$ cat src/common/ebp_pkg.sv
// Constants and types for the external bus pin controller.
// Assumes one 100 MHz clock and a synchronous active-low reset.
// What this block does
// - Strap low gives 16-bit, high 8-bit bus
// - Mode pin at reset picks single-chip or microprocessor
// - Separate bus uses D8-D15 only when 16-bit
// - Address bits 0 to 19 on dedicated outputs
// - 8-bit multiplexed: A0-A7 then D0-D7 shared
// - 16-bit multiplexed: A1-A8 shared with D0-D7
// - Four active-low area selects name the area
// - Split strobes: even low strobe, odd high strobe
// - Single strobe: write strobe plus odd enable
// - Read strobe low while reading, both modes
// - Address-latch strobe output captures the address
// - Hold acknowledge low while bus is held
// - Access waits while ready input is low
// - Reset input low resets the block

package ebp_pkg;

  // ---------------------------------------------------------------
  // Widths and reset values
  // ---------------------------------------------------------------
  localparam int ADDR_W = 20;
  localparam int DATA_W = 16;
  localparam int AREAS = 4;
  localparam int SYNC_W = DATA_W + 4;
  localparam logic [3:0] AREA_NONE = 4'hf;
  localparam logic [SYNC_W-1:0] SYNC_RST = 20'hc0000;
  localparam logic [1:0] MODE_SETTLE = 2'h2;

  // ---------------------------------------------------------------
  // Phase timing
  // ---------------------------------------------------------------
  localparam int CLK_PERIOD_NS = 10;
  localparam int ADDR_NS = 10;
  localparam int LATCH_NS = 10;
  localparam int STROBE_MIN_NS = 30;

  function automatic int cyc_up(input int ns);
    int c;
    c = (ns + CLK_PERIOD_NS - 1) / CLK_PERIOD_NS;
    cyc_up = (c < 1) ? 1 : c;
  endfunction : cyc_up

  localparam int ADDR_CYC = cyc_up(ADDR_NS);
  localparam int LATCH_CYC = cyc_up(LATCH_NS);
  localparam int STROBE_CYC = cyc_up(STROBE_MIN_NS);
  localparam logic [3:0] CNT_ADDR = 4'(ADDR_CYC - 1);
  localparam logic [3:0] CNT_LATCH = 4'(LATCH_CYC - 1);
  localparam logic [3:0] CNT_STROBE = 4'(STROBE_CYC - 1);

  // ---------------------------------------------------------------
  // State
  // ---------------------------------------------------------------
  typedef enum logic [5:0] {
    ST_IDLE = 6'h01,
    ST_ADDR = 6'h02,
    ST_LATCH = 6'h04,
    ST_STROBE = 6'h08,
    ST_RECOVER = 6'h10,
    ST_HOLD = 6'h20
  } ebp_state_t;

  typedef struct packed {
    ebp_state_t st;
    logic [3:0] cnt;
    logic [ADDR_W-1:0] addr;
    logic [DATA_W-1:0] wdata;
    logic write;
    logic word;
    logic [1:0] area;
    logic second;
    logic mux;
    logic single;
    logic [DATA_W-1:0] rdata;
    logic rvalid;
    logic [1:0] init;
    logic mode_ok;
    logic micro;
    logic bus8;
    logic [ADDR_W-1:0] p_addr;
    logic [DATA_W-1:0] p_dout;
    logic [DATA_W-1:0] p_oe;
    logic [3:0] p_cs_n;
    logic p_wre_n;
    logic p_wro_n;
    logic p_bhe_n;
    logic p_rd_n;
    logic p_ale;
    logic p_bus_hold_ack_n;
  } ebp_core_t;

  localparam ebp_core_t CORE_RST = '{st: ST_IDLE, p_cs_n: AREA_NONE, p_wre_n: 1'b1, p_wro_n: 1'b1,
                                     p_bhe_n: 1'b1, p_rd_n: 1'b1, p_bus_hold_ack_n: 1'b1, default: '0};

endpackage : ebp_pkg

$ cat src/logic/ebp_sync.sv
// Two-stage synchroniser for pin inputs.
// Assumes inputs asynchronous to mclk; reset is synchronous.
`timescale 1ns/1ps
module ebp_sync #(
  parameter int WIDTH = 1,
  parameter logic [WIDTH-1:0] RST_VAL = '0
) (
  input wire logic mclk,
  input wire logic rst_n,
  input wire logic [WIDTH-1:0] d,
  output logic [WIDTH-1:0] q
);
  import ebp_pkg::*;

  typedef struct packed {
    logic [WIDTH-1:0] s1;
    logic [WIDTH-1:0] s2;
  } ebp_sync_t;

  ebp_sync_t r_reg;
  ebp_sync_t r_next;

  always_comb begin
    r_next.s1 = d;
    r_next.s2 = r_reg.s1;
  end

  always_ff @(posedge mclk) begin
    if (!rst_n) begin
      r_reg <= {RST_VAL, RST_VAL};
    end else begin
      r_reg <= r_next;
    end
  end

  assign q = r_reg.s2;

endmodule : ebp_sync

$ cat src/logic/ebp_ctrl.sv
// External bus pin controller: sequences one access at a time onto
// the address, data, select and strobe pins.
// Assumes a same-clock requester on the user side and asynchronous
// pins on the bus side.
`timescale 1ns/1ps
module ebp_ctrl (
  input wire logic mclk,
  input wire logic rst_n,
  input wire logic processor_mode_pin,
  input wire logic width_strap_pin,
  input wire logic ext_ready_n,
  input wire logic hold_req_n,
  input wire logic [ebp_pkg::DATA_W-1:0] data_in,
  input wire logic mux_mode,
  input wire logic strobe_single,
  input wire logic req_valid,
  output logic req_ready,
  input wire logic req_write,
  input wire logic req_word,
  input wire logic [ebp_pkg::ADDR_W-1:0] req_addr,
  input wire logic [1:0] req_area,
  input wire logic [ebp_pkg::DATA_W-1:0] req_wdata,
  output logic resp_valid,
  output logic [ebp_pkg::DATA_W-1:0] resp_rdata,
  output logic single_chip,
  output logic bus_8bit,
  output logic [ebp_pkg::ADDR_W-1:0] addr_out,
  output logic [ebp_pkg::DATA_W-1:0] data_out,
  output logic [ebp_pkg::DATA_W-1:0] data_oe,
  output logic [ebp_pkg::AREAS-1:0] area_select_n,
  output logic even_write_strobe_n,
  output logic odd_write_strobe_n,
  output logic odd_byte_enable_n,
  output logic read_strobe_n,
  output logic addr_latch,
  output logic bus_hold_ack_n
);
  import ebp_pkg::*;

  // ---------------------------------------------------------------
  // Pin synchronisers
  // ---------------------------------------------------------------
  logic [SYNC_W-1:0] sync_q;
  logic s_hold_n;
  logic s_rdy_n;
  logic s_pmode;
  logic s_width;
  logic [DATA_W-1:0] s_data;

  ebp_sync #(
    .WIDTH(SYNC_W),
    .RST_VAL(SYNC_RST)
  ) u_sync (
    .mclk(mclk),
    .rst_n(rst_n),
    .d({hold_req_n, ext_ready_n, processor_mode_pin, width_strap_pin, data_in}),
    .q(sync_q)
  );

  assign s_hold_n = sync_q[SYNC_W-1];
  assign s_rdy_n = sync_q[SYNC_W-2];
  assign s_pmode = sync_q[SYNC_W-3];
  assign s_width = sync_q[SYNC_W-4];
  assign s_data = sync_q[DATA_W-1:0];

  // ---------------------------------------------------------------
  // Sequencer
  // ---------------------------------------------------------------
  ebp_core_t r_reg;
  ebp_core_t r_next;

  assign req_ready = (r_reg.st == ST_IDLE) && r_reg.mode_ok && r_reg.micro && s_hold_n;

  always_comb begin
    logic even_sel;
    logic odd_sel;
    logic odd_acc;
    logic act;
    logic strb;
    logic aph;
    even_sel = 1'b0;
    odd_sel = 1'b0;
    odd_acc = 1'b0;
    act = 1'b0;
    strb = 1'b0;
    aph = 1'b0;
    r_next = r_reg;
    r_next.rvalid = 1'b0;
    // Mode straps caught once the synchroniser holds real pin levels
    if (!r_reg.mode_ok) begin
      if (r_reg.init == MODE_SETTLE) begin
        r_next.mode_ok = 1'b1;
        r_next.micro = s_pmode;
        r_next.bus8 = s_width;
      end else begin
        r_next.init = r_reg.init + 2'h1;
      end
    end
    case (r_reg.st)
      ST_IDLE: begin
        if (!s_hold_n) begin
          r_next.st = ST_HOLD;
        end else if (req_ready && req_valid) begin
          r_next.st = ST_ADDR;
          r_next.cnt = CNT_ADDR;
          r_next.addr = {req_addr[ADDR_W-1:1], req_addr[0] & ~(req_word & ~r_reg.bus8)};
          r_next.wdata = req_wdata;
          r_next.write = req_write;
          r_next.word = req_word;
          r_next.area = req_area;
          r_next.second = 1'b0;
          r_next.mux = mux_mode;
          r_next.single = strobe_single;
          r_next.rdata = '0;
        end
      end
      ST_ADDR: begin
        if (r_reg.cnt != 4'h0) begin
          r_next.cnt = r_reg.cnt - 4'h1;
        end else begin
          r_next.st = ST_LATCH;
          r_next.cnt = CNT_LATCH;
        end
      end
      ST_LATCH: begin
        if (r_reg.cnt != 4'h0) begin
          r_next.cnt = r_reg.cnt - 4'h1;
        end else begin
          r_next.st = ST_STROBE;
          r_next.cnt = CNT_STROBE;
        end
      end
      ST_STROBE: begin
        if (r_reg.cnt != 4'h0) begin
          r_next.cnt = r_reg.cnt - 4'h1;
        end else if (s_rdy_n) begin
          r_next.st = ST_RECOVER;
          if (!r_reg.write) begin
            if (r_reg.bus8 && r_reg.second) begin
              r_next.rdata[15:8] = s_data[7:0];
            end else if (r_reg.bus8 || !r_reg.word) begin
              r_next.rdata = {8'h00, (!r_reg.bus8 && r_reg.addr[0]) ? s_data[15:8] : s_data[7:0]};
            end else begin
              r_next.rdata = s_data;
            end
          end
        end
      end
      ST_RECOVER: begin
        if (r_reg.bus8 && r_reg.word && !r_reg.second) begin
          // 8-bit bus: high byte follows at the next address
          r_next.second = 1'b1;
          r_next.addr = r_reg.addr + 20'h00001;
          r_next.st = ST_ADDR;
          r_next.cnt = CNT_ADDR;
        end else begin
          r_next.rvalid = 1'b1;
          r_next.st = ST_IDLE;
        end
      end
      ST_HOLD: begin
        if (s_hold_n) begin
          r_next.st = ST_IDLE;
        end
      end
      default: begin
        r_next.st = ST_IDLE;
      end
    endcase

    // Registered pin values follow the next state
    aph = (r_next.st == ST_ADDR) || (r_next.st == ST_LATCH);
    strb = (r_next.st == ST_STROBE);
    act = aph || strb;
    even_sel = r_next.bus8 | r_next.word | ~r_next.addr[0];
    odd_sel = ~r_next.bus8 & (r_next.word | r_next.addr[0]);
    odd_acc = r_next.bus8 ? r_next.addr[0] : odd_sel;
    r_next.p_addr = r_next.addr;
    r_next.p_cs_n = act ? ~(4'h1 << r_next.area) : AREA_NONE;
    r_next.p_ale = (r_next.st == ST_ADDR);
    r_next.p_rd_n = ~(strb & ~r_next.write);
    r_next.p_wre_n = ~(strb & r_next.write & (r_next.single | even_sel));
    r_next.p_wro_n = ~(strb & r_next.write & ~r_next.single & odd_sel);
    r_next.p_bhe_n = ~(act & r_next.single & odd_acc);
    r_next.p_bus_hold_ack_n = (r_next.st != ST_HOLD);
    if (r_next.mux && aph) begin
      r_next.p_dout = {8'h00, r_next.bus8 ? r_next.addr[7:0] : r_next.addr[8:1]};
      r_next.p_oe = 16'h00ff;
    end else if (strb && r_next.write) begin
      if (r_next.bus8) begin
        r_next.p_dout = {8'h00, r_next.second ? r_next.wdata[15:8] : r_next.wdata[7:0]};
        r_next.p_oe = 16'h00ff;
      end else begin
        r_next.p_dout = r_next.word ? r_next.wdata : {r_next.wdata[7:0], r_next.wdata[7:0]};
        r_next.p_oe = {{8{odd_sel}}, {8{even_sel}}};
      end
    end else begin
      r_next.p_dout = '0;
      r_next.p_oe = '0;
    end
  end

  always_ff @(posedge mclk) begin
    if (!rst_n) begin
      r_reg <= CORE_RST;
    end else begin
      r_reg <= r_next;
    end
  end

  // ---------------------------------------------------------------
  // Outputs
  // ---------------------------------------------------------------
  assign resp_valid = r_reg.rvalid;
  assign resp_rdata = r_reg.rdata;
  assign single_chip = ~r_reg.micro;
  assign bus_8bit = r_reg.bus8;
  assign addr_out = r_reg.p_addr;
  assign data_out = r_reg.p_dout;
  assign data_oe = r_reg.p_oe;
  assign area_select_n = r_reg.p_cs_n;
  assign even_write_strobe_n = r_reg.p_wre_n;
  assign odd_write_strobe_n = r_reg.p_wro_n;
  assign odd_byte_enable_n = r_reg.p_bhe_n;
  assign read_strobe_n = r_reg.p_rd_n;
  assign addr_latch = r_reg.p_ale;
  assign bus_hold_ack_n = r_reg.p_bus_hold_ack_n;
endmodule : ebp_ctrl

$ cat config.mk
export PLATFORM = sky130hd
export DESIGN_NAME = ebp_ctrl
export DESIGN_NICKNAME = d
export VERILOG_FILES = /design/src/common/ebp_pkg.sv /design/src/logic/ebp_sync.sv /design/src/logic/ebp_ctrl.sv
export SDC_FILE = /design/constraint.sdc
export NUM_CORES = 1
export LEC_CHECK = 0
export ABC_CLOCK_PERIOD_IN_PS = 3270
export BUFFER_PORTS_ARGS = -buffer_cell sky130_fd_sc_hd__clkbuf_2
export CORE_UTILIZATION = 54
export DETAILED_ROUTE_END_ITERATION = 10
export HOLD_SLACK_MARGIN = 0.05
export PLACE_DENSITY = 0.86
export REMOVE_ABC_BUFFERS = 1
export SETUP_SLACK_MARGIN = 0.4
export SLEW_MARGIN = 15
export SYNTH_ARGS = -nofsm -noshare
export SYNTH_HDL_FRONTEND = slang
export SYNTH_SLANG_ARGS = --single-unit
$ cat constraint.sdc
create_clock -name mclk -period 3.27 [get_ports mclk]
set_input_delay 0.654 -clock mclk [delete_from_list [all_inputs] [get_ports mclk]]
set_output_delay 0.654 -clock mclk [all_outputs]
set_load 0.02 [all_outputs]
Word-level counts from Yosys, hierarchy flattened. Cells that the tools add are included.

Memory bits (writable): 0. Output and inout bits: 82. Word-level logic and storage cells: 151. Register bits: 150. Input bits: 65. Memories kept: 0. Latch bits: 0. Bits in read-only memories: 0.

Shift operators: 1. Divide/modulo/power cells: 0. Bitwise operators: 30. Equal/unequal tests: 19. Muxes and demuxes: 38. Reductions and logical operators: 29. Multipliers: 0. $lt $le $gt $ge: 0. $add $sub $neg: 3.

Operators by type and width (number): $mux W24 (4); $mux W16 (5); $mux W69 (1); $mux W63 (1); $mux W8 (5); $pmux W20 S2 (1); $mux W6 (6); $pmux W6 S6 (1); $pmux W16 S2 (1); $add A20 B1 Y20 const B (1); $mux W20 (1); $pmux W4 S5 (1); $not A1 Y1 (15); $eq A6 B2 Y1 const B (2); $eq A6 B3 Y1 const B (2); $eq A6 B4 Y1 const B (2); $mux W4 (3); $and A1 B1 Y1 (10); $logic_and A1 B1 Y1 (10); $ne A2 B2 Y1 const B (5); $reduce_and A2 Y1 (4); $reduce_and A7 Y1 (1); $eq A6 B1 Y1 const B (1); $eq A6 B5 Y1 const B (1); other kinds (22) (36).

Longest topological paths before layout.
Depth in word-level cells: 14. Depth in mapped cells: 10. Depth with buffers taken out: 9.

Cells and area by module. From an unflattened synthesis, not the netlist that was laid out.

Cell total of the unflattened synthesis: 702. Area, all modules: 6334.8 sq um.

Modules (own cells, without submodules): ebp_ctrl (times used 1, cells each 618, area an instance 5261.3 sq um); ebp_sync (times used 1, cells each 84, area an instance 1073.5 sq um).

Worst setup path after synthesis. Ideal clock, no wire load.

Kind: reg2reg. Start point: reg r_reg[131] in the netlist's numbering. End point: reg r_reg (netlist bit data_out[5]). Setup time: 114 ps. Cell stages (with the launch flop): 9. Clock period less this slack: 2327 ps. Slack: 943 ps. Arrival time: 2213 ps. Cell sequence: dfxtp_1 > buf_2 > or4b_4 > or3_1 > buf_2 > o211a_1 > nor3_1 > mux2i_1 > a21o_1.

Cells in the longest elaborated chain, start to end: 12. Elaborated cells between the ends (all ways): 35.

RTL lines: start, declared (RTL line ebp_ctrl.sv:69) `ebp_core_t r_reg;`; start signal, assigned (RTL line ebp_ctrl.sv:207) `r_reg <= r_next;`; $eq A6 B1 Y1 (RTL line ebp_ctrl.sv:72, ebp_ctrl.sv:99); $logic_and A1 B1 Y1 (3 in series) (RTL line ebp_ctrl.sv:72) `assign req_ready = (r_reg.st == ST_IDLE) && r_reg.mode_ok && r_reg.micro && s_hold_n;`; $logic_and A1 B1 Y1 (RTL line ebp_ctrl.sv:103) `end else if (req_ready && req_valid) begin`; $mux W69 (RTL line ebp_ctrl.sv:103); $mux W6 or $mux W63 (tied branches) (RTL line ebp_ctrl.sv:101) `if (!s_hold_n) begin`; $pmux W6 S6 (tied with other cells) (RTL line ebp_ctrl.sv:99) `case (r_reg.st)`; $eq A6 B4 Y1 (tied with other cells) (RTL line ebp_ctrl.sv:173) `strb = (r_next.st == ST_STROBE);`; $logic_and A1 B1 Y1 (tied with other cells) (RTL line ebp_ctrl.sv:189) `end else if (strb && r_next.write) begin`; $mux W24 or $logic_and A1 B1 Y1 (tied branches) (RTL line ebp_ctrl.sv:189, ebp_ctrl.sv:186); $mux W24 (*) (RTL line ebp_ctrl.sv:186) `if (r_next.mux && aph) begin`.

Every way passes the cells marked *; elsewhere a longest branch is shown, timed or not. The select of a mux whose other input is x is not followed. A chain may end at the register's enable or synchronous reset.

Worst setup path after layout.
Start point: reg r_reg[135] in the netlist's numbering. End point: reg r_reg (netlist bit data_out[5]).

Same word-level chain as after synthesis.

==> key figures <==
Die
  – Num rows: 40
  – Starting density of the core: 0.5544
  – Standard cell core area: ~12000 um^2
  – Die area: about 13000 um^2
  – Die span in y: around 110 um
  – Io pins: around 150
  – Chip width: 113.3 um

Drt
  – Number of DRC markers after the initial detailed-route iteration: 602
  – Final WL: 15660 um
  – First-pass detailed-route iteration total: 6
  – Post-detailed-route wirelength per cell: approximately 16 um
  – Number of nets with antenna violations after detailed routing: 0
  – Number of remaining DRC errors: 0
  – Number of vias per cell: between 5 and 6
  – Vias: about 5.7k

Worst setup path
  – CP required: 3.58 ns
  – Worst EP arrival: 2.99 ns
  – Critical Path End Type: flop
  – Worst Path Max Fanout: 19
  – Delay of the slowest critical-path stage: 0.67 ns
  – Critical Path Start Type: flop
  – Slowest CP cell: sky130_fd_sc_hd__or3_2
  – Critical-path cell list: or4b_4 -> or3_2 -> o211a_1 -> nor3_1 -> mux2i_1 -> a21o_1
  – Classification of the worst setup path: flop to flop
  – Worst path top cell family by delay: simple AND/OR/NAND/NOR gates
  – Count of buffering cells on the critical path with inverters included: 0

Yosys
  – Top cells by area in the synthesized netlist: sky130_fd_sc_hd__dfxtp_1 (43%), sky130_fd_sc_hd__buf_4 (8.2%), sky130_fd_sc_hd__mux2i_1 (6.1%)
  – Post-synth top flop: sky130_fd_sc_hd__dfxtp_1
  – Count of flip-flops with a built-in enable after synthesis: 0
  – Part of the Yosys area used for sequential elements: 0.4281
  – Fraction of synthesized area in multiplexers: 0.06306
  – Post-synthesis adder-cell area fraction: 0.008982
  – Post-synthesis average cell area: a little under 9 um^2
  – Post-synth ARST share: 0
  – Count of unique library cells instantiated by Yosys: 72
  – Yosys reg bits: approximately 140
  – Cell count after synthesis: between 700 and 800
  – Warnings from Yosys: 0
  – Yosys top cell area share: 0.4281
  – Post-synthesis cell type with the largest combined area: sky130_fd_sc_hd__dfxtp_1
  – Main combinational cell family by area after synthesis: simple AND/OR/NAND/NOR gates
  – Share of the synthesized netlist area taken by xor and xnor gates: 0.007859
  – Synth Area in Simple Gates: 0.2188
  – Most repeated cell in the gate-level netlist after synthesis: sky130_fd_sc_hd__dfxtp_1
  – Complex-gate fraction of the synthesized area: 0.1525
  – Mapped Area: roughly 6700 um^2
  – Top post-synthesis cells by count: sky130_fd_sc_hd__dfxtp_1 (143), sky130_fd_sc_hd__buf_4 (73), sky130_fd_sc_hd__nor2_1 (69), sky130_fd_sc_hd__nand2_1 (66), sky130_fd_sc_hd__a21oi_1 (52)

Timing
  – Count of endpoints failing hold in the final timing report: 0
  – Tightest slew margin relative to the limit: 0.3705
  – Clock Skews: around 0.013 ns
  – Final period demand of the worst path: 2.674 ns
  – Tightest Pin Transition: about 0.94 ns
  – Final setup vio count: 0
  – Tightest hold margin: between 0.4 and 0.5 ns
  – Final slew viol count: 0
  – Unrepaired setup endpoints after global routing: no
  – Final cycle utilization of the critical path: 0.8176
  – F_max: 374.0 MHz
  – Final setup TNS: 0 ns

Final layout
  – Growth of design area from synthesis to finish: 13.47%
  – Antenna diode instance count: 0
  – Fraction of final layout cells with drive strength greater than 1: 0.2494
  – Total Nets Final: roughly 900
  – Number of flip-flops under the largest register name: 37

Clock network
  – Clock root buffer: sky130_fd_sc_hd__clkbuf_16
  – Setup fix buffers added after clock tree synthesis: 0
  – Insertion delay of the later-clocked pin in the worst-skew pair: between 0.4 and 0.5 ns
  – Number of instances resized during post-cts repair: 0
  – Number of buffers created by CTS: 17
  – Post-cts hold buffer count: 0
  – Worst-case clock buffer depth: 2
  – H-tree depth: 4
  – TritonCTS clock tree: done
  – Clock transition at the register clock pins on the worst setup and hold paths after CTS: roughly 0.060 ns
  – CTS sink count: 143

Power
  – Switching share of power: 0.2317
  – VDD IR-drop max: a little under 0.0005 V
  – P_sw: between 900 and 1000 uW
  – Power Density: 538.1 nW/um^2
  – Portion of total power attributed to combinational logic: 0.083
  – Sequential fraction of design power: 0.448
  – Clock network power share: 0.470
  – P_int: 3137 uW
  – Leakage Power: roughly 0.003 uW

Global routing
  – Antenna violations before repair: 0
  – Global-route wire length before repair: ~25000 um
  – Global routing usage summed across all routing layers: 0.2527
  – Grt ovf: 0
  – Vias in the first global route: slightly above 5k
  – Pin count of the biggest net entering global routing: 45

Hold path
  – HP Class: flop to flop

Placed design
  – HPWL Detailed: 11040 um
  – Final weighted congestion of routability-driven global placement: slightly above 0.9
  – Number of input and output port buffers inserted: between 100 and 150

Outcome
  – Outcome: completed

Job
  – Max-cap violation count: 0
-- worst reg2reg max path: cells and delay by family (launching register included) --
| kind | cells | cell delay (ns) |
|---|---|---|
| simple gates | 3 | 1.51 |
| compound gates | 2 | 0.48 |
| mux | 1 | 0.12 |
| flops | 1 | 0.46 |
-- final timing paths --
check / startpoint / endpoint / slack (ns) / cells after the start
worst max register to register: r_reg[135] / data_out[5] / 0.60 / 6
worst min-delay path: u_sync.r_next[18] / u_sync.q[18] / 0.41 / 1
worst max-delay path: r_reg[135] / data_out[5] / 0.60 / 6
worst min register to register: u_sync.r_next[18] / u_sync.q[18] / 0.41 / 1
-- per-layer routing --
metal	GRT usage	part of all wire	up-vias
li1	-	-	2724
met1	0.3113	0.41	2591
met2	0.4119	0.47	304
met3	0.07499	0.089	47
met4	0.1070	0.026	0
met5	0	0	-
-- final cells by class --
cell class	instances	area (um^2)
clock buffers	19	442.9
well taps	168	210.2
inverters	16	60.06
flip-flops and latches	143	2863
fillers	1022	4474
clock inverters	10	140.1
multi-input cells	485	3028
repair buffers	161	843.3
-- placed cells by master (no fill, tap or decap), types with 5 or more instances in the layout --
cell	instances
sky130_fd_sc_hd__a22oi_1	9
sky130_fd_sc_hd__nand3_1	15
sky130_fd_sc_hd__a211oi_1	22
sky130_fd_sc_hd__nand2_1	66
sky130_fd_sc_hd__nand2b_1	9
sky130_fd_sc_hd__nand4_1	8
sky130_fd_sc_hd__nor4_1	6
sky130_fd_sc_hd__nor2_1	69
sky130_fd_sc_hd__o21ai_0	18
sky130_fd_sc_hd__and2_1	40
sky130_fd_sc_hd__a221oi_1	5
sky130_fd_sc_hd__clkbuf_16	17
sky130_fd_sc_hd__mux2i_1	41
sky130_fd_sc_hd__buf_4	15
sky130_fd_sc_hd__dfxtp_1	143
sky130_fd_sc_hd__nor3_1	18
sky130_fd_sc_hd__a21oi_1	52
sky130_fd_sc_hd__clkbuf_2	146
sky130_fd_sc_hd__nor2b_1	14
sky130_fd_sc_hd__inv_1	14
-- logic make-up (layout without fill, tap and decap cells) --
family	Yosys count	count (layout)
and+or+nand+nor	281	281
AOI/OAI and AO/OA	151	151
DFF	143	143
buffers and inverters	134	206
muxes	42	42
xor gates and xnor gates	6	6
adders and majority gates	5	5
-- through the flow --
step                total power, uW  std cells  worst slack [ns]  cell area (um^2)  utilization
floorplan                      2060        644          0.004880              5939            -
global placement               2186        973            0.6503              7003       0.5806
detailed placement             2193        973            0.5914              7003       0.5806
CTS                            4102       1002            0.5804              7586       0.6289
global route                   4225       1002            0.4249              7587       0.6290
finish                         4083       1002            0.5963              7587       0.6290
-- power by group through the flow --
stage	registers [uW]	clock network, uW	logic (uW)
after global routing	1830	2020	370
after CTS	1830	1940	334
after floorplan	1860	0	199
final	1830	1920	338
after detailed placement	1860	0	329
after global placement	1860	0	325
No activity file was read; power rests on OpenSTA's default activity.
